## src/fspc_pkg.sv

```systemverilog
// constants for the fifo sync, power and synthesizer divider register slice
// assumes byte registers written by the serial configuration port on sys_clk
package fspc_pkg;

   // ==========================================================
   // register offsets
   localparam logic [4:0] FSPC_OFS_SYNC_SRC = 5'h17;
   localparam logic [4:0] FSPC_OFS_PTR_PRESET = 5'h18;
   localparam logic [4:0] FSPC_OFS_SPARE_A = 5'h19;
   localparam logic [4:0] FSPC_OFS_POWER_PAD = 5'h1A;
   localparam logic [4:0] FSPC_OFS_COARSE_GAIN = 5'h1B;
   localparam logic [4:0] FSPC_OFS_SPARE_B = 5'h1C;
   localparam logic [4:0] FSPC_OFS_SYNTH_DIV = 5'h1D;

   // ==========================================================
   // values after reset and writable bit masks
   localparam logic [7:0] FSPC_RST_SYNC_SRC = 8'h15;
   localparam logic [7:0] FSPC_RST_PTR_PRESET = 8'h80;
   localparam logic [7:0] FSPC_RST_POWER_PAD = 8'h0D;
   localparam logic [7:0] FSPC_RST_COARSE_GAIN = 8'hFF;
   localparam logic [7:0] FSPC_RST_SYNTH_DIV = 8'h00;
   localparam logic [7:0] FSPC_MSK_SYNC_SRC = 8'h3C;
   localparam logic [7:0] FSPC_MSK_PTR_PRESET = 8'hF0;
   localparam logic [7:0] FSPC_MSK_POWER_PAD = 8'hBF;
   localparam logic [7:0] FSPC_MSK_COARSE_GAIN = 8'hFF;
   localparam logic [7:0] FSPC_MSK_SYNTH_DIV = 8'hFF;

   // ==========================================================
   // field positions
   localparam int FSPC_POS_FIFO_SEL = 3;
   localparam int FSPC_POS_AFLAG_SEL = 2;
   localparam int FSPC_POS_SYNC_START = 4;
   localparam int FSPC_POS_PAD_LEVEL = 7;
   localparam int FSPC_POS_SLEEP_B = 5;
   localparam int FSPC_POS_SLEEP_A = 4;
   localparam int FSPC_POS_LPF_OFF_A = 3;
   localparam int FSPC_POS_LPF_OFF_B = 2;
   localparam int FSPC_POS_SYNTH_SLEEP = 1;
   localparam int FSPC_POS_SYNTH_ENA = 0;
   localparam int FSPC_POS_GAIN_A = 4;
   localparam int FSPC_POS_GAIN_B = 0;
   localparam int FSPC_POS_DIV_M = 3;
   localparam int FSPC_POS_DIV_N = 0;

   // ==========================================================
   // fifo sync source codes
   localparam logic [2:0] FSPC_SRC_TX_PIN = 3'h0;
   localparam logic [2:0] FSPC_SRC_SYNC_PIN = 3'h1;
   localparam logic [2:0] FSPC_SRC_SOFTWARE = 3'h2;
   localparam logic [2:0] FSPC_SRC_ZERO_A = 3'h3;
   localparam logic [2:0] FSPC_SRC_EDGE_A = 3'h4;
   localparam logic [2:0] FSPC_SRC_EDGE_B = 3'h5;
   localparam logic [2:0] FSPC_SRC_ZERO_B = 3'h6;
   localparam logic [2:0] FSPC_SRC_ONE = 3'h7;

   localparam logic [3:0] FSPC_RST_OUT_POS = 4'h0;

endpackage

```

## src/fspc_config_regs.sv

```systemverilog
// fifo sync selection, power and pad control, coarse gain and synthesizer
// divider registers; written and read by the serial configuration port
// assumes reg_* strobes come from logic on sys_clk, the other inputs are pins
`timescale 1ns/1ps
module fspc_config_regs
   import fspc_pkg::*;
(
   input wire logic sys_clk,
   input wire logic rst,
   input wire logic clk_en,
   input wire logic reg_wr_en,
   input wire logic reg_rd_en,
   input wire logic [4:0] reg_addr,
   input wire logic [7:0] reg_wdata,
   output logic [7:0] reg_rdata,
   input wire logic transmit_gate_input,
   input wire logic sync_pin,
   input wire logic input_bus_a_msb,
   input wire logic input_bus_b_msb,
   input wire logic software_sync_bit,
   output logic fifo_sync_pulse,
   output logic [3:0] fifo_out_pos,
   output logic a_sample_flag,
   output logic chan_a_sleep,
   output logic chan_b_sleep,
   output logic synth_sleep,
   output logic synth_enable,
   output logic pad_threshold_select,
   output logic bias_lpf_on_a,
   output logic bias_lpf_on_b,
   output logic [3:0] coarse_gain_a,
   output logic [3:0] coarse_gain_b,
   output logic [5:0] synth_m_value,
   output logic [3:0] synth_n_value,
   output logic synth_div_valid
);

   // ==========================================================
   // register storage
   logic [7:0] sync_src_q, ptr_preset_q, power_pad_q, coarse_gain_q, synth_div_q;
   logic wr_sync_src, wr_ptr_preset, wr_power_pad, wr_coarse_gain, wr_synth_div;
   logic [2:0] fifo_sel, wr_fifo_sel;

   assign wr_sync_src = clk_en && reg_wr_en && (reg_addr == FSPC_OFS_SYNC_SRC);
   assign wr_ptr_preset = clk_en && reg_wr_en && (reg_addr == FSPC_OFS_PTR_PRESET);
   assign wr_power_pad = clk_en && reg_wr_en && (reg_addr == FSPC_OFS_POWER_PAD);
   assign wr_coarse_gain = clk_en && reg_wr_en && (reg_addr == FSPC_OFS_COARSE_GAIN);
   assign wr_synth_div = clk_en && reg_wr_en && (reg_addr == FSPC_OFS_SYNTH_DIV);
   assign fifo_sel = sync_src_q[FSPC_POS_FIFO_SEL +: 3];
   assign wr_fifo_sel = reg_wdata[FSPC_POS_FIFO_SEL +: 3];

   // writable bits only; spare registers are never stored
   always_ff @(posedge sys_clk or posedge rst) begin
      if (rst) begin
         sync_src_q <= FSPC_RST_SYNC_SRC & FSPC_MSK_SYNC_SRC;
         ptr_preset_q <= FSPC_RST_PTR_PRESET & FSPC_MSK_PTR_PRESET;
         power_pad_q <= FSPC_RST_POWER_PAD & FSPC_MSK_POWER_PAD;
         coarse_gain_q <= FSPC_RST_COARSE_GAIN & FSPC_MSK_COARSE_GAIN;
         synth_div_q <= FSPC_RST_SYNTH_DIV & FSPC_MSK_SYNTH_DIV;
      end else begin
         if (wr_sync_src) begin
            sync_src_q <= reg_wdata & FSPC_MSK_SYNC_SRC;
         end
         if (wr_ptr_preset) begin
            ptr_preset_q <= reg_wdata & FSPC_MSK_PTR_PRESET;
         end
         if (wr_power_pad) begin
            power_pad_q <= reg_wdata & FSPC_MSK_POWER_PAD;
         end
         if (wr_coarse_gain) begin
            coarse_gain_q <= reg_wdata & FSPC_MSK_COARSE_GAIN;
         end
         if (wr_synth_div) begin
            synth_div_q <= reg_wdata & FSPC_MSK_SYNTH_DIV;
         end
      end
   end

   // ==========================================================
   // read port, data one cycle after the read strobe
   always_ff @(posedge sys_clk or posedge rst) begin
      if (rst) begin
         reg_rdata <= 8'h00;
      end else if (clk_en && reg_rd_en) begin
         if (reg_addr == FSPC_OFS_SYNC_SRC) begin
            reg_rdata <= sync_src_q;
         end else if (reg_addr == FSPC_OFS_PTR_PRESET) begin
            reg_rdata <= ptr_preset_q;
         end else if (reg_addr == FSPC_OFS_POWER_PAD) begin
            reg_rdata <= power_pad_q;
         end else if (reg_addr == FSPC_OFS_COARSE_GAIN) begin
            reg_rdata <= coarse_gain_q;
         end else if (reg_addr == FSPC_OFS_SYNTH_DIV) begin
            reg_rdata <= synth_div_q;
         end else begin
            reg_rdata <= 8'h00;
         end
      end
   end

   // ==========================================================
   // pin synchronisers
   logic [3:0] pin_meta_q, pin_sync_q;
   logic tx_s, sync_s, a_msb_s, b_msb_s;

   always_ff @(posedge sys_clk or posedge rst) begin
      if (rst) begin
         pin_meta_q <= 4'h0;
         pin_sync_q <= 4'h0;
      end else if (clk_en) begin
         pin_meta_q <= {input_bus_b_msb, input_bus_a_msb, sync_pin, transmit_gate_input};
         pin_sync_q <= pin_meta_q;
      end
   end

   assign tx_s = pin_sync_q[0];
   assign sync_s = pin_sync_q[1];
   assign a_msb_s = pin_sync_q[2];
   assign b_msb_s = pin_sync_q[3];

   // ==========================================================
   // fifo sync source selection
   logic a_msb_prev_q, b_msb_prev_q, tx_prev_q, armed_q, sync_level_prev_q;
   logic sync_level, sync_evt, edge_src;

   assign edge_src = (fifo_sel == FSPC_SRC_EDGE_A) || (fifo_sel == FSPC_SRC_EDGE_B);

   always_comb begin
      case (fifo_sel)
         FSPC_SRC_TX_PIN: sync_level = tx_s;
         FSPC_SRC_SYNC_PIN: sync_level = sync_s;
         FSPC_SRC_SOFTWARE: sync_level = software_sync_bit;
         FSPC_SRC_EDGE_A: sync_level = armed_q && (a_msb_s != a_msb_prev_q);
         FSPC_SRC_EDGE_B: sync_level = armed_q && (b_msb_s != b_msb_prev_q);
         FSPC_SRC_ONE: sync_level = 1'b1;
         default: sync_level = 1'b0;
      endcase
   end

   // an event is the rise of the selected level
   assign sync_evt = sync_level && !sync_level_prev_q;

   always_ff @(posedge sys_clk or posedge rst) begin
      if (rst) begin
         a_msb_prev_q <= 1'b0;
         b_msb_prev_q <= 1'b0;
         tx_prev_q <= 1'b0;
         sync_level_prev_q <= 1'b0;
      end else if (clk_en) begin
         a_msb_prev_q <= a_msb_s;
         b_msb_prev_q <= b_msb_s;
         tx_prev_q <= tx_s;
         sync_level_prev_q <= sync_level;
      end
   end

   // one edge sync per arming; rearmed by reset or a new source value
   always_ff @(posedge sys_clk or posedge rst) begin
      if (rst) begin
         armed_q <= 1'b1;
      end else if (clk_en) begin
         if (wr_sync_src && (wr_fifo_sel != fifo_sel)) begin
            armed_q <= 1'b1;
         end else if (sync_evt && edge_src) begin
            armed_q <= 1'b0;
         end
      end
   end

   // ==========================================================
   // fifo output position counter
   logic [3:0] out_pos_q;

   always_ff @(posedge sys_clk or posedge rst) begin
      if (rst) begin
         out_pos_q <= FSPC_RST_OUT_POS;
         fifo_sync_pulse <= 1'b0;
      end else if (clk_en) begin
         fifo_sync_pulse <= sync_evt;
         if (sync_evt) begin
            out_pos_q <= ptr_preset_q[FSPC_POS_SYNC_START +: 4];
         end else begin
            out_pos_q <= out_pos_q + 4'h1;
         end
      end
   end

   assign fifo_out_pos = out_pos_q;

   // ==========================================================
   // a sample identification
   always_ff @(posedge sys_clk or posedge rst) begin
      if (rst) begin
         a_sample_flag <= 1'b0;
      end else if (clk_en) begin
         if (sync_src_q[FSPC_POS_AFLAG_SEL]) begin
            a_sample_flag <= b_msb_s;
         end else begin
            a_sample_flag <= tx_s && !tx_prev_q;
         end
      end
   end

   // ==========================================================
   // power, pad and gain controls from register bits; channel b also sleeps while channel a sleeps
   assign chan_b_sleep = power_pad_q[FSPC_POS_SLEEP_B]
      || power_pad_q[FSPC_POS_SLEEP_A];
   assign chan_a_sleep = power_pad_q[FSPC_POS_SLEEP_A];
   assign synth_sleep = power_pad_q[FSPC_POS_SYNTH_SLEEP];
   assign synth_enable = power_pad_q[FSPC_POS_SYNTH_ENA];
   assign pad_threshold_select = power_pad_q[FSPC_POS_PAD_LEVEL];
   assign bias_lpf_on_a = !power_pad_q[FSPC_POS_LPF_OFF_A];
   assign bias_lpf_on_b = !power_pad_q[FSPC_POS_LPF_OFF_B];
   assign coarse_gain_a = coarse_gain_q[FSPC_POS_GAIN_A +: 4];
   assign coarse_gain_b = coarse_gain_q[FSPC_POS_GAIN_B +: 4];

   // ==========================================================
   // synthesizer dividers
   logic [5:0] m_dec;
   logic [3:0] n_dec;
   logic m_ok, n_ok;

   fspc_therm_decode #(.W(5)) u_m_decode (
      .code(synth_div_q[FSPC_POS_DIV_M +: 5]),
      .value(m_dec),
      .valid(m_ok)
   );

   fspc_therm_decode #(.W(3)) u_n_decode (
      .code(synth_div_q[FSPC_POS_DIV_N +: 3]),
      .value(n_dec),
      .valid(n_ok)
   );

   // output clock = reference * m / n, applied by the analog synthesizer
   always_ff @(posedge sys_clk or posedge rst) begin
      if (rst) begin
         synth_m_value <= 6'h01;
         synth_n_value <= 4'h1;
         synth_div_valid <= 1'b1;
      end else if (clk_en) begin
         synth_m_value <= m_dec;
         synth_n_value <= n_dec;
         synth_div_valid <= m_ok && n_ok;
      end
   end
endmodule

```

## src/fspc_therm_decode.sv

```systemverilog
// thermometer coded divider decoder: 0..0 -> 1, 0..01 -> 2, ..., 1..1 -> 2^w
// assumes a static code from a register; output is combinational
`timescale 1ns/1ps
module fspc_therm_decode #(
   parameter int W = 3
) (
   input wire logic [W-1:0] code,
   output logic [W:0] value,
   output logic valid
);

   logic [W:0] pattern;

   always_comb begin
      value = '0;
      valid = 1'b0;
      pattern = '0;
      for (int k = 0; k <= W; k++) begin
         pattern = ((W+1)'(1) << k) - (W+1)'(1);
         if ({1'b0, code} == pattern) begin
            value = (W+1)'(1) << k;
            valid = 1'b1;
         end
      end
   end

endmodule

```

## config.mk

```make
export PLATFORM = sky130hd
export DESIGN_NAME = fspc_config_regs
export DESIGN_NICKNAME = d
export VERILOG_FILES = /design/src/fspc_pkg.sv /design/src/fspc_config_regs.sv /design/src/fspc_therm_decode.sv
export SDC_FILE = /design/constraint.sdc
export NUM_CORES = 1
export LEC_CHECK = 0
export ABC_AREA = 0
export ABC_CLOCK_PERIOD_IN_PS = 2600
export BUFFER_PORTS_ARGS = -buffer_cell sky130_fd_sc_hd__buf_2
export CORE_UTILIZATION = 46
export DETAILED_ROUTE_END_ITERATION = 6
export GPL_TIMING_DRIVEN = 0
export PLACE_DENSITY = 0.68
export SKIP_CTS_REPAIR_TIMING = 1
export SLEW_MARGIN = 20
export SYNTH_ARGS = -nofsm -noshare
export SYNTH_HDL_FRONTEND = slang
export SYNTH_SLANG_ARGS = --single-unit
```

## constraint.sdc

```tcl
create_clock -name sys_clk -period 2.6 [get_ports sys_clk]
set_clock_uncertainty 0.05 [all_clocks]
set_input_delay 0.26 -clock sys_clk [delete_from_list [all_inputs] [get_ports sys_clk]]
set_output_delay 0.26 -clock sys_clk [all_outputs]
set_load 0.03 [all_outputs]
```

# Word level (Yosys, flattened, before mapping)
# Index checks and enable logic that the tools add are counted.
[word_totals]
input_bits = 23
regBits = 69
word_cells = 96
[op_classes]
addsub = 1
eq_ne = 21
muxes = 30
reduce_logical = 25
[op_table]
columns = ["op", "count"]
rows = [
  ["8-bit two-way mux", 5],
  ["5-bit == test (second input constant)", 6],
  ["1-bit two-way mux", 15],
  ["1-bit logical AND", 14],
  ["3-bit == test (second input constant)", 4],
  ["4-bit two-way mux", 3],
  ["3-bit by 1-bit == test with 1-bit output (second input constant)", 2],
  ["3-bit by 2-bit == test with 1-bit output (second input constant)", 2],
  ["3-bit zero test", 2],
  ["3-bit two-way mux", 2],
  ["6-bit two-way mux", 1],
  ["1-bit one-hot mux with 6 select lines", 1],
  ["5-bit by 1-bit == test with 1-bit output (second input constant)", 1],
  ["5-bit by 2-bit == test with 1-bit output (second input constant)", 1],
  ["5-bit by 3-bit == test with 1-bit output (second input constant)", 1],
  ["5-bit by 4-bit == test with 1-bit output (second input constant)", 1],
  ["5-bit zero test", 1],
  ["5-bit two-way mux", 1],
  ["4-bit by 1-bit adder with 4-bit output (second input constant)", 1],
  ["1-bit zero test", 4],
  ["2-bit two-way mux", 2],
  ["3-bit != test", 1],
  ["1-bit logical OR", 2],
  ["1-bit != test", 2],
  ["other kinds (2)", 2],
]

# Depth between registers and ports, before layout
[logic_depth]
ltp_word = 8
mapped_depth = 7
ltp_nobuf = 5

# Modules after synthesis
# From an unflattened synthesis, not the netlist that was laid out.
[hier_totals]
hier_cells = 271
area_unflattened_um2 = 3397.0
[by_module_without_submodules]
columns = ["mod", "n_inst", "area_per_inst_um2", "cells_per_inst", "seq_area_each_um2"]
rows = [
  ["fspc_config_regs", 1, 3283.1, 249, 1749.2],
  ["fspc_therm_decode (u_m_decode)", 1, 71.3, 15, 0.0],
  ["fspc_therm_decode (u_n_decode)", 1, 42.5, 7, 0.0],
]

# Least setup slack after synthesis
# OpenSTA, ideal clock, no wires.
[synth_timing]
path_type = "reg2reg"
start = "register sync_src_q[4]"
end = "register out_pos_q[2], in the netlist fifo_out_pos[2]"
path_stages_with_launch = 7
n_path_buf = 1
slack_ns = 0.814
arrival_ns = 1.592
cell_sequence = "dfstp_2 > buf_4 > mux2i_1 > or3_4 > a31oi_4 > mux2i_1 > a22oi_1"
[synth_via]
elab_chain_len = 4
elab_cells_between_ends = 9
classes_between = "5 x eq/ne; 2 x mux; 2 x reduce/logical"
[synth_rtl]
columns = ["element", "line_no", "text"]
rows = [
  ["start: declaration", "fspc_config_regs.sv:40", "logic [7:0] sync_src_q, ptr_preset_q, power_pad_q, coarse_gain_q, synth_div_q;"],
  ["start signal: assignment", "fspc_config_regs.sv:55", "sync_src_q <= FSPC_RST_SYNC_SRC & FSPC_MSK_SYNC_SRC;"],
  ["start signal: assignment", "fspc_config_regs.sv:62", "sync_src_q <= reg_wdata & FSPC_MSK_SYNC_SRC;"],
  ["3-bit == test (tied with other cells)", "fspc_config_regs.sv:129", "case (fifo_sel)"],
  ["1-bit one-hot mux with 6 select lines *", "fspc_config_regs.sv:129", ""],
  ["1-bit logical AND *", "fspc_config_regs.sv:141", "assign sync_evt = sync_level && !sync_level_prev_q;"],
  ["4-bit two-way mux *", "fspc_config_regs.sv:180", "if (sync_evt) begin"],
  ["end signal: assignment", "fspc_config_regs.sv:181", "out_pos_q <= ptr_preset_q[FSPC_POS_SYNC_START +: 4];"],
  ["end signal: assignment", "fspc_config_regs.sv:183", "out_pos_q <= out_pos_q + 4'h1;"],
  ["end: declaration", "fspc_config_regs.sv:172", "logic [3:0] out_pos_q;"],
]
# Every way passes the cells marked *; elsewhere a longest branch is shown, timed or not.
# A chain may end at the register's enable or synchronous reset.

# Worst setup path in the final report
[layout_timing]
start = "register sync_src_q[4]"
end = "register out_pos_q[3], in the netlist fifo_out_pos[3]"
# Same word-level chain as after synthesis.

==> impl_metrics.csv <==
group,metric,value,unit
layout,fill_cells,602,
worst_setup_path,critPathKind,"reg -> reg",
yosys,syn_inst,281,
floorplan,dieArea,0.007318,sq mm
yosys,yosysWarnings,0,
global_routing,grt_antenna_before_repair,0,
job,drv_cap,0,
power,peakVddDrop,370.2,uV
cts,clk_pin_slew_worst_paths,70,ps
global_routing,grt_first_pass_wirelength,11930,um
yosys,synth_nets,305,
worst_setup_path,crit_path_start,"sync_src_q[4]",
power,cellLeakagePower,1.813,nW
floorplan,start_util,47.52,%
outcome,run_status,"completed",
sta,slew_violations,0,
global_routing,grt_max_degree,49,
sta,fmax,0.5158,GHz
cts,cts_tree,"built",
placed_design,place_ws,534.2,ps
worst_setup_path,path_depth,6,
yosys,synth-edff-count,0,
worst_setup_path,reg2reg_from,"sync_src_q[4]",
sta,finalHoldViolations,0,
cts,root_buffer,"clkbuf_8",
route,drtIter0Drc,118,
route,drt-total-wl,7223,um
worst_setup_path,path_max_fanout,9,
power,finalPower,3.166,mW
sta,finalCritPeriodShare,74.57,%
yosys,ys.flop_type,"dfrtp_1",
worst_setup_path,r2r_cells,6,
floorplan,fp-row-count,30,
layout,drive_above_1_share,40.95,%
worst_setup_path,cpPeakStageDelay,520,ps
yosys,yosysSeqAreaShare,54.48,%
worst_setup_path,critPathMostFrequentCell,"mux2i_1",
global_routing,track_usage,21.66,%
placed_design,gp_congestion,0.8826,
placed_design,dpl.hpwl,5342,um
worst_setup_path,worstPathCellList,"buf_4 > mux2i_1 > or3_4 > a31oi_4 > mux2i_1 > a22oi_1",
worst_hold_path,min_path_type,"in -> reg",
floorplan,fp.coreArea,0.006756,sq mm
worst_setup_path,rrSetupSlack,660,ps
layout,fin_nets,378,
sta,slew_headroom,56.25,%
worst_setup_path,start_kind,"flop",
sta,worst_pin_slew,651.2,ps
floorplan,pin_count,63,
yosys,async_flop_share,100.0,%
floorplan,die_w,85.55,um
yosys,synth_seq_cells,69,
cts,htree_levels,3,
route,ant_nets,0,
worst_setup_path,timing.rr.end,"fifo_out_pos[3]",
sta,rsz0062_at_grt,"no",
route,wl_per_cell,16.45,um
layout,stdcell_count,439,
yosys,ys_types,50,
worst_setup_path,endpoint,"fifo_out_pos[3]",
route,vias,2458,
floorplan,die_y,85.55,um
power,power_density,812.8,mW/mm^2
yosys,synthesis.area,0.003211,sq mm
placed_design,placed_area,0.003641,sq mm
worst_setup_path,required,2750,ps
layout,n_antenna_cell,0,
yosys,syn_avg_cell_area,11.43,sq um
sta,setup_violations,0,
sta,min_period,1939,ps
worst_setup_path,critical_path_buf_inv_count,1,
route,via_per_inst,5.599,
worst_setup_path,worstPathArrival,2090,ps
cts,worstSkewPairLatency,340,ps
cts,clockBufferDepth,2,
cts,cts_buffers,9,
worst_setup_path,cpMaxStageDelayCell,"dfstp_2",
global_routing,grt_overflow,0,
route,drc,0,
cts,cts.sinks,69,
layout,stdcell_area,0.003895,sq mm
route,drt-pass1-iter-count,4,
layout,syn_to_final_growth,21.32,%
global_routing,first_global_vias,2401,
placed_design,port_buffers,60,
sta,tns,0,ps
worst_setup_path,end_kind,"flop",
placed_design,dp_cells,422,
worst_setup_path,cp_top_family,"flip-flops",
sta,layout_setup_ws,661.1,ps
## kinds of logic after synthesis
family,after synthesis,synth area share [%]
flops,69,54.48
fa+ha+maj,1,0.3896
mux,45,15.59
simple gates,76,11.61
compound gates,60,13.29
buf+inv,25,3.274
xor+xnor,5,1.364
## cell type report
cell class / count / area, sq um / area share, %
Inverter: 10 / 40.04 / 1.028
Multi-Input combinational cell: 187 / 1356 / 34.82
Sequential cell: 69 / 1749 / 44.91
Tap cell: 80 / 100.1 / 2.570
Clock buffer: 13 / 178.9 / 4.594
Timing Repair Buffer: 62 / 337.8 / 8.673
Buffer: 15 / 67.56 / 1.735
Clock inverter: 3 / 65.06 / 1.670
## cells in the mapped netlist, drive strengths merged (3+ instances only)
cell	count	area share (%)
nand2	30	3.5
nor2	13	1.6
nor3	5	0.94
clkbuf	7	0.82
inv	10	1.2
mux2	40	14
o32ai	3	0.82
dfrtp	51	40
o21ai	11	1.7
dfstp	18	15
buf	8	1.3
xnor2	4	1.1
a21o	3	0.70
mux2i	5	1.6
a31oi	6	1.6
a21oi	10	1.6
nand3	7	1.1
o2bb2ai	3	0.82
nand2b	3	0.58
and3	5	0.97
a22o	4	1.1
a22oi	8	1.9
## power by group
| part | leakage [nW] | switching (mW) | internal, mW |
|---|---|---|---|
| registers | 0.830 | 0.137 | 1.27 |
| logic | 0.857 | 0.439 | 0.281 |
| clock network | 0.126 | 0.397 | 0.644 |
| total | 1.81 | 0.973 | 2.19 |
## how the worst min path moves through the flow
stage	startpoint	to	cells after the start
after CTS	rst	synth_n_value[2]	2
after global placement	reg_rdata[7]	reg_rdata[7]	1
after global routing	input_bus_b_msb	pin_meta_q[3]	2
final	input_bus_b_msb	pin_meta_q[3]	2
after floorplan	reg_wdata[2]	power_pad_q[2]	2
after detailed placement	rst	synth_n_value[2]	2
## stage by stage
stage	util (%)	hold slack (ps)
4_1_cts	57.50	-184.1
5_1_grt	57.65	81.46
3_5_place_dp	53.89	188.7
6_report	57.65	90.97
2_1_floorplan	-	317.9
3_3_place_gp	53.44	409.7
## cells in the final DEF (no fill, tap or decap), types with 2 or more instances in the layout
master	instances
nand2b_1	3
o31ai_1	2
nand2_1	30
bufinv_16	2
a31oi_1	5
clkbuf_8	13
a21oi_1	10
inv_1	9
nor2_1	12
a2bb2oi_1	2
nand4_1	2
buf_2	66
a21o_1	3
o21ai_0	10
nor3b_1	2
o21a_1	2
nand3_1	7
xnor2_1	4
and3_1	5
mux2i_1	5
nor2b_1	2
o2bb2ai_1	3
o32ai_1	3
mux2_2	39
a22oi_1	8
dfstp_2	18
a22o_1	4
dfrtp_1	51
nor3_1	4
clkbuf_1	7
## metal layers
layer / wire length (um) / GRT usage [%]
met1: 3086 / 28.31
met5: 0 / 0
met4: 131 / 9.697
met2: 3611 / 35.27
met3: 393 / 4.139
## state kept, by name, summed over array words and instances (netlist names), 4 cells and up
| signal | cells |
|---|---|
| synth_n_value | 4 |
| pin_meta_q | 4 |
| power_pad_q | 7 |
| fifo_out_pos | 4 |
| pin_sync_q | 4 |
| synth_div_q | 8 |
| reg_rdata | 8 |
| ptr_preset_q | 4 |
| sync_src_q | 4 |
| synth_m_value | 6 |
| coarse_gain_q | 8 |
No activity file was read; power rests on OpenSTA's default activity.
